<file path="src/core/aop_defs.svh">
// constants of the over-range and power-profile register bank
//
// Contract
// - flag a channel whose sample magnitude reaches the programmed level
// - level code scales full scale as code/256; reset code 0xF2
// - four flags, channels a to d, sharing level and hold settings
// - enable bit 3 of config; while clear all four flags driven low
// - flag lasts at least 4*2^exponent cycles; exponent bits 2:0 reset 7
// - startup status bit 0 reads 1 once initialization has completed
// - profile b: 0x06 low power, 0x0F high performance, resets high performance
// - profile c: 0x00 low power, 0x04 high performance, resets high performance
`ifndef AOP_DEFS_SVH
`define AOP_DEFS_SVH

// serial frame: 1 direction bit, 15 address bits, 8 data bits
`define AOP_ADDR_W      15
`define AOP_DATA_W      8
`define AOP_HDR_BITS    16
`define AOP_CNT_W       5
`define AOP_RW_BIT      15

// register offsets
`define AOP_OFS_LEVEL   15'h0211
`define AOP_OFS_CFG     15'h0213
`define AOP_OFS_INIT    15'h0270
`define AOP_OFS_PROF_B  15'h029a
`define AOP_OFS_PROF_C  15'h029b
`define AOP_OFS_PROF_D  15'h029c

// reset values
`define AOP_RST_LEVEL   8'hf2
`define AOP_RST_CFG     4'h7
`define AOP_RST_PROF_B  8'h0f
`define AOP_RST_PROF_C  8'h04
`define AOP_RST_PROF_D  8'h1b

// config and startup status fields
`define AOP_CFG_W       4
`define AOP_CFG_EN_BIT  3
`define AOP_CFG_EXP_HI  2
`define AOP_EXP_W       3
`define AOP_INIT_BIT    0

// profile codes
`define AOP_PROF_B_LOW  8'h06
`define AOP_PROF_B_HIGH 8'h0f
`define AOP_PROF_C_LOW  8'h00
`define AOP_PROF_C_HIGH 8'h04
`define AOP_PROF_D_LOW  8'h14
`define AOP_PROF_D_HIGH 8'h1b

// over-range detection
`define AOP_LEVEL_W     8
`define AOP_HOLD_BASE   4
`define AOP_HOLD_W      10
`define AOP_NUM_CHAN    4

`endif

</file>
<file path="src/core/aop_pkg.sv">
// types of the over-range and power-profile register bank
package aop_pkg;
`include "aop_defs.svh"

  typedef enum logic [3:0] {
    AOP_SP_IDLE = 4'b0001,
    AOP_SP_HDR  = 4'b0010,
    AOP_SP_DATA = 4'b0100,
    AOP_SP_DONE = 4'b1000
  } aop_spi_state_t;

  typedef struct packed {
    logic [`AOP_HOLD_W-1:0] cnt;
    logic                   flag;
  } aop_chan_t;

  typedef struct packed {
    logic                   sclk_s1;
    logic                   sclk_s2;
    logic                   sclk_s3;
    logic                   cs_n_s1;
    logic                   cs_n_s2;
    logic                   sdi_s1;
    logic                   sdi_s2;
    aop_spi_state_t         state;
    logic [`AOP_CNT_W-1:0]  bit_cnt;
    logic [`AOP_HDR_BITS-1:0] shift;
    logic                   rd_op;
    logic [`AOP_ADDR_W-1:0] addr;
    logic [`AOP_DATA_W-1:0] rd_shift;
    logic                   sdo;
    logic [`AOP_DATA_W-1:0] level;
    logic [`AOP_CFG_W-1:0]  cfg;
    logic [`AOP_DATA_W-1:0] prof_b;
    logic [`AOP_DATA_W-1:0] prof_c;
    logic [`AOP_DATA_W-1:0] prof_d;
  } aop_main_t;

endpackage

</file>
<file path="src/core/aop_ovr_chan.sv">
// one channel of over-range detection with pulse extension
`timescale 1ns/10ps
`include "aop_defs.svh"
module aop_ovr_chan
  import aop_pkg::*;
#(
  parameter int SAMPLE_W = 12
) (
  input  wire logic                  clock_in,
  input  wire logic                  rst_n_in,
  input  wire logic [SAMPLE_W-1:0]   sample_in,
  input  wire logic [`AOP_LEVEL_W-1:0] level_code_in,
  input  wire logic [`AOP_EXP_W-1:0] hold_exp_in,
  input  wire logic                  enable_in,
  output logic                       flag_out
);

  aop_chan_t st_r;
  aop_chan_t st_nxt;

  // two's complement magnitude; the most negative code maps to full scale
  function automatic logic [SAMPLE_W-1:0] magnitude(input logic [SAMPLE_W-1:0] s);
    magnitude = s[SAMPLE_W-1] ? SAMPLE_W'(~s + 1'b1) : s;
  endfunction

  logic [SAMPLE_W-1:0]      level_abs;
  logic                     hit;
  logic [`AOP_HOLD_W-1:0]   hold_len;

  // level code is a fraction of full scale in 1/256 steps
  assign level_abs = SAMPLE_W'(level_code_in) << (SAMPLE_W - 1 - `AOP_LEVEL_W);
  assign hit       = magnitude(sample_in) >= level_abs;
  assign hold_len  = `AOP_HOLD_W'(`AOP_HOLD_BASE) << hold_exp_in;

  // counter runs even while gated so enabling mid-pulse shows the remainder
  always_comb begin
    st_nxt = st_r;
    if (hit) begin
      st_nxt.cnt = hold_len;
    end else if (st_r.cnt != '0) begin
      st_nxt.cnt = st_r.cnt - 1'b1;
    end
    // high for exactly hold_len cycles after the last hit
    st_nxt.flag = enable_in & (hit | (st_r.cnt > `AOP_HOLD_W'(1)));
  end

  always_ff @(posedge clock_in or negedge rst_n_in) begin
    if (!rst_n_in) begin
      st_r <= '0;
    end else begin
      st_r <= st_nxt;
    end
  end

  assign flag_out = st_r.flag;

endmodule // aop_ovr_chan

</file>
<file path="src/core/aop_bank.sv">
// over-range and power-profile register bank with serial register port
`timescale 1ns/10ps
`include "aop_defs.svh"
module aop_bank
  import aop_pkg::*;
#(
  parameter int SAMPLE_W = 12
) (
  input  wire logic                   clock_in,
  input  wire logic                   rst_n_in,
  input  wire logic                   spi_sclk_in,
  input  wire logic                   spi_cs_n_in,
  input  wire logic                   spi_sdi_in,
  output logic                        spi_sdo_out,
  output logic                        spi_sdo_oe_out,
  input  wire logic                   init_done_in,
  input  wire logic [SAMPLE_W-1:0]    sample_a_in,
  input  wire logic [SAMPLE_W-1:0]    sample_b_in,
  input  wire logic [SAMPLE_W-1:0]    sample_c_in,
  input  wire logic [SAMPLE_W-1:0]    sample_d_in,
  output logic                        overrange_flag_a_out,
  output logic                        overrange_flag_b_out,
  output logic                        overrange_flag_c_out,
  output logic                        overrange_flag_d_out,
  output logic [`AOP_DATA_W-1:0]      power_profile_b_out,
  output logic [`AOP_DATA_W-1:0]      power_profile_c_out,
  output logic [`AOP_DATA_W-1:0]      power_profile_d_out
);

  aop_main_t st_r;
  aop_main_t st_nxt;

  // register port in brief
  //   a frame is 24 serial clocks, msb first: direction, address, data
  //   direction 1 reads and 0 writes; one register per frame, no increment
  //   the pins are asynchronous to this clock, so each passes two flip-flops
  //   a third sclk stage turns the slow serial clock into edge strobes
  //   limitation: each sclk phase must last at least three clocks, or an
  //   edge is lost and every later bit of the frame lands one place off
  //   read data leave on synchronised falling edges, three clocks late,
  //   so the host still samples them cleanly on its next rising edge
  //   the read value is fetched at the end of the header, so a register
  //   that changes during the data phase reads as it was at that point
  //   a write lands only on the 24th rising edge; deselect before that
  //   abandons the frame with no side effect on any register
  //   the startup status bit is read live rather than latched
  //   there is no access gating by startup status: the host must wait
  //   the port polls every clock, trading some power for a design with
  //   one clock domain and no logic clocked by the serial clock

  // register map
  //   0x211  level code, 8 bits, read and write
  //   0x213  config: enable bit 3, hold exponent bits 2:0; bits 7:4 read 0
  //   0x270  startup status: bit 0 set once initialization has completed
  //   0x29a  profile b, 8 bits, any value stored
  //   0x29b  profile c, 8 bits, any value stored
  //   0x29c  profile d, 8 bits, any value stored

  logic                   sclk_rise;
  logic                   sclk_fall;
  logic [`AOP_HDR_BITS-1:0] hdr_word;
  logic [`AOP_DATA_W-1:0] wr_word;

  // read decode; unmapped offsets and reserved bits answer zero
  // a function so the fetch point can pass the live startup status
  // and the state copy without a second mux tree
  function automatic logic [`AOP_DATA_W-1:0] read_reg(input aop_main_t s,
                                                      input logic [`AOP_ADDR_W-1:0] a,
                                                      input logic init_done);
    read_reg = '0;
    unique case (a)
      `AOP_OFS_LEVEL:  read_reg = s.level;
      `AOP_OFS_CFG:    read_reg = `AOP_DATA_W'(s.cfg);
      `AOP_OFS_INIT:   read_reg[`AOP_INIT_BIT] = init_done;
      `AOP_OFS_PROF_B: read_reg = s.prof_b;
      `AOP_OFS_PROF_C: read_reg = s.prof_c;
      `AOP_OFS_PROF_D: read_reg = s.prof_d;
      default:         read_reg = '0;
    endcase
  endfunction

  // edges seen only on the second and third synchroniser stages
  // the first stage may be metastable, so nothing but the second reads it
  assign sclk_rise = st_r.sclk_s2 & ~st_r.sclk_s3;
  assign sclk_fall = ~st_r.sclk_s2 & st_r.sclk_s3;
  // shift views that already hold the bit arriving with this edge
  assign hdr_word  = {st_r.shift[`AOP_HDR_BITS-2:0], st_r.sdi_s2};
  assign wr_word   = {st_r.shift[`AOP_DATA_W-2:0], st_r.sdi_s2};

  // serial frame: direction, address, data, msb first; mode 0 timing
  always_comb begin
    st_nxt = st_r;
    // two flip-flops on every pin, a third on sclk for edge detection
    st_nxt.sclk_s1 = spi_sclk_in;
    st_nxt.sclk_s2 = st_r.sclk_s1;
    st_nxt.sclk_s3 = st_r.sclk_s2;
    st_nxt.cs_n_s1 = spi_cs_n_in;
    st_nxt.cs_n_s2 = st_r.cs_n_s1;
    st_nxt.sdi_s1  = spi_sdi_in;
    st_nxt.sdi_s2  = st_r.sdi_s1;
    // frame decode runs only while the synchronised select is low
    if (st_r.cs_n_s2) begin
      // deselect aborts any partial frame without side effects
      st_nxt.state   = AOP_SP_IDLE;
      st_nxt.bit_cnt = '0;
      st_nxt.sdo     = 1'b0;
    end else begin
      unique case (st_r.state)
        AOP_SP_IDLE: begin
          // selection seen: start counting header bits
          st_nxt.state   = AOP_SP_HDR;
          st_nxt.bit_cnt = '0;
        end
        AOP_SP_HDR: begin
          // direction and address shift in on each rising edge
          if (sclk_rise) begin
            st_nxt.shift   = hdr_word;
            st_nxt.bit_cnt = st_r.bit_cnt + 1'b1;
            if (st_r.bit_cnt == `AOP_CNT_W'(`AOP_HDR_BITS - 1)) begin
              st_nxt.rd_op    = hdr_word[`AOP_RW_BIT];
              st_nxt.addr     = hdr_word[`AOP_ADDR_W-1:0];
              // read data fetched here so the first falling edge can show bit 7
              st_nxt.rd_shift = read_reg(st_r, hdr_word[`AOP_ADDR_W-1:0], init_done_in);
              st_nxt.bit_cnt  = '0;
              st_nxt.state    = AOP_SP_DATA;
            end
          end
        end
        AOP_SP_DATA: begin
          // read data out on falls, write data in on rises
          if (sclk_fall) begin
            st_nxt.sdo      = st_r.rd_shift[`AOP_DATA_W-1];
            st_nxt.rd_shift = {st_r.rd_shift[`AOP_DATA_W-2:0], 1'b0};
          end
          if (sclk_rise) begin
            st_nxt.shift   = hdr_word;
            st_nxt.bit_cnt = st_r.bit_cnt + 1'b1;
            if (st_r.bit_cnt == `AOP_CNT_W'(`AOP_DATA_W - 1)) begin
              st_nxt.state = AOP_SP_DONE;
              if (!st_r.rd_op) begin
                // profile codes are stored as written; keeping to the defined
                // codes and moving all profiles together is left to the host
                // writes to read-only or unmapped offsets are dropped
                unique case (st_r.addr)
                  `AOP_OFS_LEVEL:  st_nxt.level  = wr_word;
                  `AOP_OFS_CFG:    st_nxt.cfg    = wr_word[`AOP_CFG_W-1:0];
                  `AOP_OFS_PROF_B: st_nxt.prof_b = wr_word;
                  `AOP_OFS_PROF_C: st_nxt.prof_c = wr_word;
                  `AOP_OFS_PROF_D: st_nxt.prof_d = wr_word;
                  default:         st_nxt.level  = st_r.level;
                endcase
              end
            end
          end
        end
        AOP_SP_DONE: begin
          // extra clocks in a frame are ignored until deselect
          if (sclk_fall) begin
            st_nxt.sdo = 1'b0;
          end
        end
      endcase
    end
  end

  // reset loads register defaults and a deselected, idle port
  always_ff @(posedge clock_in or negedge rst_n_in) begin
    if (!rst_n_in) begin
      // select stages start high so no frame is seen as reset ends
      st_r         <= '0;
      st_r.cs_n_s1 <= 1'b1;
      st_r.cs_n_s2 <= 1'b1;
      st_r.state   <= AOP_SP_IDLE;
      st_r.level   <= `AOP_RST_LEVEL;
      st_r.cfg     <= `AOP_RST_CFG;
      st_r.prof_b  <= `AOP_RST_PROF_B;
      st_r.prof_c  <= `AOP_RST_PROF_C;
      st_r.prof_d  <= `AOP_RST_PROF_D;
    end else begin
      st_r <= st_nxt;
    end
  end

  // all outputs come from registers: these from the state register, the flags from the channel registers
  assign spi_sdo_out    = st_r.sdo;
  assign spi_sdo_oe_out = ~st_r.cs_n_s2;   // drive only while selected
  assign power_profile_b_out = st_r.prof_b;
  assign power_profile_c_out = st_r.prof_c;
  assign power_profile_d_out = st_r.prof_d;

  // four channels share one level and one hold setting; a change of
  // either reaches all channels on the same clock edge
  localparam int NUM_CHAN = `AOP_NUM_CHAN;
  logic [SAMPLE_W-1:0] samples [NUM_CHAN];
  logic [NUM_CHAN-1:0] flags;
  // sample ports gathered so one generate loop builds every channel
  assign samples[0] = sample_a_in;
  assign samples[1] = sample_b_in;
  assign samples[2] = sample_c_in;
  assign samples[3] = sample_d_in;

  for (genvar ch = 0; ch < NUM_CHAN; ch++) begin : g_chan
    // channel index ch maps a to 0 through d to 3
    aop_ovr_chan #(
      .SAMPLE_W (SAMPLE_W)
    ) u_chan (
      .clock_in      (clock_in),
      .rst_n_in      (rst_n_in),
      .sample_in     (samples[ch]),
      .level_code_in (st_r.level),
      .hold_exp_in   (st_r.cfg[`AOP_CFG_EXP_HI:0]),
      .enable_in     (st_r.cfg[`AOP_CFG_EN_BIT]),
      .flag_out      (flags[ch])
    );
  end

  // flag ports in channel order a to d
  assign overrange_flag_a_out = flags[0];
  assign overrange_flag_b_out = flags[1];
  assign overrange_flag_c_out = flags[2];
  assign overrange_flag_d_out = flags[3];

endmodule // aop_bank

</file>
<file path="config.mk">
export PLATFORM = sky130hd
export DESIGN_NAME = aop_bank
export DESIGN_NICKNAME = d
export VERILOG_FILES = /design/src/core/aop_pkg.sv /design/src/core/aop_ovr_chan.sv /design/src/core/aop_bank.sv
export VERILOG_INCLUDE_DIRS = /design/src /design/src/core
export SDC_FILE = /design/constraint.sdc
export NUM_CORES = 1
export LEC_CHECK = 0
export BUFFER_PORTS_ARGS = -buffer_cell sky130_fd_sc_hd__buf_2
export CORE_MARGIN = 2
export CORE_UTILIZATION = 50
export DETAILED_ROUTE_END_ITERATION = 12
export MAX_ROUTING_LAYER = met4
export PLACE_DENSITY_LB_ADDON = 0.05
export SETUP_SLACK_MARGIN = 0.2
export SLEW_MARGIN = 20
export SYNTH_ARGS = -nofsm -noshare
export SYNTH_HDL_FRONTEND = slang
export SYNTH_SLANG_ARGS = --single-unit
</file>
<file path="constraint.sdc">
create_clock -name clock_in -period 2.8 [get_ports clock_in]
set_input_delay 0 -clock clock_in [delete_from_list [all_inputs] [get_ports clock_in]]
set_output_delay 0 -clock clock_in [all_outputs]
set_load 0.01 [all_outputs]
</file>
==> results of run 1 <==
## path summary, 6_finish.rpt
path / start / end / slack [ns]
worst max-delay path: st_r[84] / power_profile_b_out[5] / 0.31
worst min-delay path: rst_n_in / st_r[42] / 0.11
worst max register to register: st_r[84] / power_profile_b_out[5] / 0.31
worst min register to register: st_nxt[88] / st_r[88] / 0.36
max in group asynchronous: rst_n_in / st_r[25] / 1.88
min in group clock_in: sample_b_in[10] / g_chan[1].u_chan.st_r[8] / 0.18
## flip-flops by register name (all words and copies together) (netlist names)
name                    count
st_r                       47
spi_sdo_out                 1
power_profile_d_out         8
st_nxt                      4
hdr_word                   16
power_profile_c_out         8
g_chan.u_chan.flag_out      4
power_profile_b_out         8
g_chan.u_chan.st_r         40
## critical path, cell delays in order, from the launching register on
cell and delay [ns]:
dfrtp_1 0.46, or4b_4 0.61, nor3b_4 0.24, inv_2 0.08, or4b_4 0.65, mux2_4 0.33
## area by class of cell
class	instances	share of cell area [%]
multi-input combinational	576	46.64
sequential	136	35.58
timing repair buffer	121	7.830
clock buffer	20	4.636
tap	220	2.857
clock inverter	11	1.286
inverter	30	1.169
## synthesized netlist by cell type, drive strengths merged (3+ instances only)
library cell	n	share of area (%)
a21oi	20	1.2
mux2	66	9.2
and3	5	0.39
mux2i	39	4.6
nand2	53	2.4
o21a	4	0.36
a31oi	10	0.74
nor3b	3	0.40
nand3b	6	0.54
a22oi	6	0.54
a2bb2oi	3	0.31
or2	5	0.37
or3b	5	0.52
or4b	8	1.0
ha	43	6.4
nand2b	12	0.89
dfstp	20	6.3
buf	36	3.2
nor3	21	1.4
a22o	6	0.63
xnor2	37	3.9
o211a	4	0.48
o31ai	20	1.8
dfrtp	116	35
nor2	32	1.4
o2111ai	7	0.73
nor2b	10	0.74
clkbuf	17	0.88
or3	12	0.89
o21ai	21	1.3
xor2	14	1.5
or4	5	0.45
a32oi	4	0.42
inv	30	1.3
a21o	13	1.2
and2	5	0.37
nand3	26	1.5
nor4	18	1.5
nor4b	9	1.0
nand4	3	0.22
o41ai	3	0.31
## routing by layer
| metal | GRT usage (%) | vias up | share of wire, % |
|---|---|---|---|
| met1 | 33.10 | 3240 | 48 |
| met4 | 7.329 | 0 | 1.1 |
| met3 | 4.604 | 21 | 4.5 |
| met5 | - | - | 0 |
| met2 | 36.80 | 150 | 46 |
| li1 | - | 3067 | - |
## metrics by stage
step           cells  total power (W)
2_1_floorplan    796         0.003340
3_5_place_dp    1079         0.003743
4_1_cts         1114         0.005958
5_1_grt         1114         0.006250
3_3_place_gp    1079         0.003686
6_report        1114         0.005913
## where the power goes
group	leakage (nW)	switching (W)	internal, W
logic	2.48	0.000805	0.000670
registers	1.79	0.000144	0.00211
clock network	0.272	0.000853	0.00133
total	4.54	0.00180	0.00411
## cell families (layout without fill, tap and decap cells)
| kind of cell | count (synthesis) | count (layout) | synth area share, % |
|---|---|---|---|
| buffers and inverters | 84 | 182 | 5.806 |
| multiplexers | 105 | 105 | 13.85 |
| XOR/XNOR | 51 | 51 | 5.315 |
| flip-flops | 136 | 136 | 40.79 |
| AO/OA/AOI/OAI | 134 | 134 | 11.18 |
| AND/OR/NAND/NOR | 243 | 243 | 16.66 |
| adder cells (fa/ha/maj) | 43 | 43 | 6.402 |
## repair_timing
action                     CTS  global route
resized for setup            0             2
setup endpoints to repair    0             3
hold buffers                 4             0
hold endpoints to repair    62             0
==> impl_metrics.sql, run 1 <==
INSERT INTO impl_metrics (metric_group, metric, value, unit) VALUES
('outcome', 'run_status', 'finished clean', ''),
('global_route', 'first_pass_grt_wire_length', '33120', 'um'),
('finish', 'most_common_library_cell_in_the_layout_ignoring_fill_and_taps', 'dfrtp_1', ''),
('floorplanning', 'floorplan.die.height', '133.7', 'um'),
('detailed_routing', 'post-route-drc-count', '0', ''),
('synthesis', 'ys_ff_latch', '136', ''),
('synthesis', 'post_synthesis_average_cell_area', '10.56', 'um^2'),
('finish', 'final_util', '58.31', '%'),
('place', 'placement.cell_area', '0.009019', 'mm^2'),
('synthesis', 'async_flop_share', '100.0', '%'),
('flow_run', 'cap_viol_max_count', '0', ''),
('synthesis', 'synth.cell_area', '0.008404', 'mm^2'),
('finish', 'layout-drive-gt1-share', '29.08', '%'),
('clocking', 'insertion_delay', '0.43', 'ns'),
('finish', 'antennaDiodeCount', '0', ''),
('detailed_routing', 'totalWireLength', '20220', 'um'),
('detailed_routing', 'vias', '6478', ''),
('setup_path', 'worst-r2r-cell-count', '5', ''),
('finish', 'final_cell_mix', 'dfrtp_1 (116), buf_2 (82), mux2_2 (58)', ''),
('place', 'buffer_ports.inserted', '83', ''),
('clocking', 'clock_slew_at_the_register_clock_pins_of_the_worst_setup_and_hold_paths', '0.06', 'ns'),
('setup_path', 'worst_setup_path_start_kind', 'register', ''),
('timing', 'fin_tns_setup', '0', 'ns'),
('global_route', 'track_usage', '24.21', '%'),
('place', 'gp_congestion', '0.8393', ''),
('global_route', 'first_global_vias', '6406', ''),
('global_route', 'antenna_found_initial', '0', ''),
('timing', 'setup_violators_final', '0', ''),
('synthesis', 'number_of_synthesis_warnings', '0', ''),
('clocking', 'cts_sinks', '136', ''),
('timing', 'number_of_endpoints_with_negative_hold_slack_in_the_final_report', '0', ''),
('synthesis', 'synth_fp_nets', '893', ''),
('global_route', 'grt_max_degree', '62', ''),
('power_and_ir_drop', 'vdd.ir_drop.worst', '441.2', 'uV'),
('timing', 'maxSlewViolCount', '0', ''),
('floorplanning', 'die_w', '133.7', 'um'),
('finish', 'multi_input_area', '0.004494', 'mm^2'),
('place', 'hpwlAfterDp', '14710', 'um'),
('detailed_routing', 'drt_pass1_iterations', '7', ''),
('floorplanning', 'initial_utilization', '50.86', '%'),
('clocking', 'max-clock-path-buffers', '2', ''),
('floorplanning', 'core-area', '0.01652', 'mm^2'),
('timing', 'hold_slack', '0.1120', 'ns'),
('clocking', 'post-cts-setup-buffer-count', '0', ''),
('clocking', 'cts_htree_levels', '4', ''),
('clocking', 'root_buffer', 'clkbuf_16', ''),
('synthesis', 'post_synth_num_cell_types', '69', ''),
('floorplanning', 'io_pins', '84', ''),
('finish', 'n_fill_cell', '1477', ''),
('synthesis', 'number_of_instances_in_the_synthesized_netlist', '796', ''),
('min_path', 'hp-class', 'in -> async', ''),
('timing', 'achievable-frequency', '401.8', 'MHz'),
('detailed_routing', 'initialDrtViolationCount', '339', ''),
('timing', 'postLayoutSetupSlackWorst', '0.3112', 'ns'),
('power_and_ir_drop', 'leakage', '4.536', 'nW'),
('detailed_routing', 'viasPerCell', '5.815', ''),
('clocking', 'cts_buffers', '17', ''),
('floorplanning', 'core_rows', '47', ''),
('place', 'dpl_worst_slack', '0.1171', 'ns'),
('setup_path', 'critPathKind', 'reg -> reg', ''),
('clocking', 'tritoncts', 'built', ''),
('finish', 'layout.nets', '979', ''),
('setup_path', 'setup.worst_path.end_class', 'register', ''),
('synthesis', 'most_used_flip_flop_cell_after_synthesis', 'dfrtp_1', ''),
('setup_path', 'crit_required', '3.11', 'ns'),
('setup_path', 'timing.critical_path.arrival', '2.79', 'ns'),
('timing', 'min_period', '2.489', 'ns'),
('global_route', 'gr-total-overflow', '0', ''),
('timing', 'period_share', '88.89', '%'),
('detailed_routing', 'route.antenna.remaining_nets', '0', ''),
('synthesis', 'yosysSeqAreaShare', '40.79', '%'),
('synthesis', 'synth_edf_count', '0', ''),
('floorplanning', 'dieArea', '0.01786', 'mm^2'),
('power_and_ir_drop', 'power_density', '613.7', 'mW/mm^2'),
('timing', 'worstMarginPinSlew', '0.5964', 'ns'),
('timing', 'unrepaired_setup_endpoints_after_global_routing', 'no', ''),
('finish', 'final_cell_area', '0.009635', 'mm^2'),
('timing', 'slew_headroom', '59.70', '%'),
('setup_path', 'path_max_fanout', '10', ''),
('finish', 'synthToLayoutAreaGrowth', '14.65', '%'),
('detailed_routing', 'wire_per_inst', '18.15', 'um'),
('finish', 'register_area', '0.003428', 'mm^2'),
('timing', 'fin_worst_skew', '0.01092', 'ns');
No activity file was read; power rests on OpenSTA's default activity.
==> run 2, diff against run 1 <==
- SYNTH_HIERARCHICAL: not set -> 1
==> impl_metrics.sql, run 2 <==
INSERT INTO impl_metrics (metric_group, metric, value, unit) VALUES
('outcome', 'run_status', 'finished clean', ''),
('clocking', 'clock_slew_at_the_register_clock_pins_of_the_worst_setup_and_hold_paths', '0.07', 'ns'),
('timing', 'hold_slack', '0.1398', 'ns'),
('synthesis', 'post-synth-top-area-fraction', '32.07', '%'),
('finish', 'final_cell_mix', 'nand2_1 (125), dfrtp_1 (116), buf_2 (82)', ''),
('power_and_ir_drop', 'vdd.ir_drop.worst', '447.5', 'uV'),
('detailed_routing', 'drt_pass1_iterations', '4', ''),
('global_route', 'gr-total-overflow', '0', ''),
('clocking', 'cts_htree_levels', '4', ''),
('place', 'buffer_ports.inserted', '83', ''),
('detailed_routing', 'wire_per_inst', '16.46', 'um'),
('detailed_routing', 'route.antenna.remaining_nets', '0', ''),
('floorplanning', 'core-area', '0.01784', 'mm^2'),
('synthesis', 'post_synth_num_cell_types', '76', ''),
('min_path', 'hp-class', 'in -> async', ''),
('finish', 'largest_reg_flops', '47', ''),
('clocking', 'root_buffer', 'clkbuf_16', ''),
('synthesis', 'number_of_instances_in_the_synthesized_netlist', '910', ''),
('finish', 'stdcell_count', '1220', ''),
('synthesis', 'synth_edf_count', '0', ''),
('synthesis', 'yosysMostFrequentCell', 'nand2_1', ''),
('synthesis', 'post_synthesis_average_cell_area', '9.948', 'um^2'),
('power_and_ir_drop', 'total_power', '0.005915', 'W'),
('place', 'dpl_worst_slack', '0.03973', 'ns'),
('clocking', 'cts_sinks', '136', ''),
('timing', 'slew_headroom', '54.39', '%'),
('timing', 'setup_violators_final', '0', ''),
('place', 'placedCellCount', '1184', ''),
('timing', 'worstMarginPinSlew', '0.6841', 'ns'),
('synthesis', 'ys_ff_latch', '136', ''),
('timing', 'fin_worst_skew', '0.01439', 'ns'),
('timing', 'maxSlewViolCount', '0', ''),
('clocking', 'max-clock-path-buffers', '2', ''),
('finish', 'antennaDiodeCount', '0', ''),
('power_and_ir_drop', 'power_density', '581.8', 'mW/mm^2'),
('timing', 'number_of_endpoints_with_negative_hold_slack_in_the_final_report', '0', ''),
('finish', 'layout.nets', '1079', ''),
('synthesis', 'synth_fp_nets', '1011', ''),
('clocking', 'insertion_delay', '0.42', 'ns'),
('clocking', 'cts_buffers', '17', ''),
('timing', 'postLayoutSetupSlackWorst', '0.3945', 'ns'),
('setup_path', 'crit_required', '3.13', 'ns'),
('timing', 'unrepaired_setup_endpoints_after_global_routing', 'no', ''),
('synthesis', 'netlist_top_cells_count', 'nand2_1 (125), dfrtp_1 (116), inv_1 (61), mux2_2 (57), nor2_1 (48)', ''),
('setup_path', 'critPathKind', 'reg -> reg', ''),
('detailed_routing', 'viasPerCell', '5.592', ''),
('floorplanning', 'core_rows', '49', ''),
('floorplanning', 'die_w', '138.6', 'um'),
('synthesis', 'yosys-top-cells-area', 'dfrtp_1 (32%), mux2_2 (7.1%), ha_1 (6.5%)', ''),
('finish', 'most_common_library_cell_in_the_layout_ignoring_fill_and_taps', 'nand2_1', ''),
('detailed_routing', 'post-route-drc-count', '0', ''),
('floorplanning', 'dieArea', '0.01920', 'mm^2'),
('synthesis', 'most_used_flip_flop_cell_after_synthesis', 'dfrtp_1', ''),
('flow_run', 'cap_viol_max_count', '0', ''),
('global_route', 'grt_max_degree', '73', ''),
('finish', 'layout-drive-gt1-share', '26.64', '%'),
('setup_path', 'timing.critical_path.arrival', '2.74', 'ns'),
('detailed_routing', 'totalWireLength', '20080', 'um'),
('power_and_ir_drop', 'leakage', '4.516', 'nW'),
('setup_path', 'worst_setup_path_start_kind', 'register', ''),
('global_route', 'first_pass_grt_wire_length', '33950', 'um'),
('timing', 'period_share', '85.91', '%'),
('floorplanning', 'io_pins', '84', ''),
('place', 'gp_congestion', '0.8774', ''),
('synthesis', 'number_of_synthesis_warnings', '6', ''),
('timing', 'achievable-frequency', '415.7', 'MHz'),
('detailed_routing', 'initialDrtViolationCount', '350', ''),
('synthesis', 'yosysSeqAreaShare', '37.87', '%'),
('synthesis', 'synth.cell_area', '0.009052', 'mm^2'),
('synthesis', 'synthDominantAreaCellType', 'dfrtp_1', ''),
('place', 'hpwlAfterDp', '14520', 'um'),
('finish', 'synthToLayoutAreaGrowth', '12.30', '%'),
('floorplanning', 'initial_utilization', '50.74', '%'),
('clocking', 'tritoncts', 'built', ''),
('finish', 'max_flop_register', 'st_r', ''),
('timing', 'min_period', '2.406', 'ns'),
('setup_path', 'path_max_fanout', '8', ''),
('global_route', 'antenna_found_initial', '0', ''),
('global_route', 'first_global_vias', '6842', ''),
('timing', 'fin_tns_setup', '0', 'ns'),
('setup_path', 'setup.worst_path.end_class', 'register', ''),
('floorplanning', 'floorplan.die.height', '138.6', 'um'),
('synthesis', 'async_flop_share', '100.0', '%'),
('detailed_routing', 'vias', '6822', ''),
('global_route', 'track_usage', '22.19', '%');
run 2: per-stage QoR:
stage	instance area (um^2)	utilization (%)
2_1_floorplan	9052	-
3_3_place_gp	9558	53.57
3_5_place_dp	9558	53.57
4_1_cts	10170	56.98
5_1_grt	10170	56.98
6_report	10170	56.98
run 2: metal layers:
metal  track usage [%]  wire length (um)
met1             28.83              9315
met2             36.74             10060
met3             4.075               533
met4             4.458               171
met5                 -                 0
run 2: final timing paths:
kind                         startpoint                        to  slack [ns]  cells after the start
max                         hdr_word[4]                  st_r[44]        0.39                      5
min                            rst_n_in  g_chan[2].u_chan/st_r[1]        0.14                      2
max reg2reg                 hdr_word[4]                  st_r[44]        0.39                      5
min reg2reg                  st_nxt[88]                  st_r[88]        0.36                      0
max in group asynchronous      rst_n_in                  st_r[59]        1.86                      3
min in group clock_in      init_done_in                  st_r[37]        0.18                      5
run 2: area by class of cell:
type / instances / area [um^2]
Clock inverter: 14 / 138.9
Multi-Input combinational cell: 660 / 5017
Tap cell: 229 / 286.5
Clock buffer: 18 / 429.2
Sequential cell: 136 / 3428
Fill cell: 1556 / 7675
Timing Repair Buffer: 102 / 636.9
Inverter: 61 / 229.0
run 2: report_power, final:
group	internal, W	switching, W
Combinational	0.000667	0.000805
Clock	0.00125	0.000915
Sequential	0.00211	0.000170
Total	0.00402	0.00189
run 2: cells by family after synthesis:
| group | share of synthesized area [%] |
|---|---|
| compound gates | 11.17 |
| xor+xnor | 4.644 |
| fa+ha+maj | 6.496 |
| buf+inv | 6.704 |
| flops | 37.87 |
| mux | 12.30 |
| simple gates | 20.82 |
run 2: timing repair:
item,in CTS,in global routing
hold buffers,4,0
endpoints found under the hold margin,60,0
gates resized for setup,0,0
buffers inserted,0,0
run 2: critical path, stage by stage (launching register included):
cell       delay (ns)
dfrtp_1          0.59
nand4bb_2        0.35
or2_2            0.41
nor3_1           0.49
a221oi_1         0.25
o221ai_2         0.22
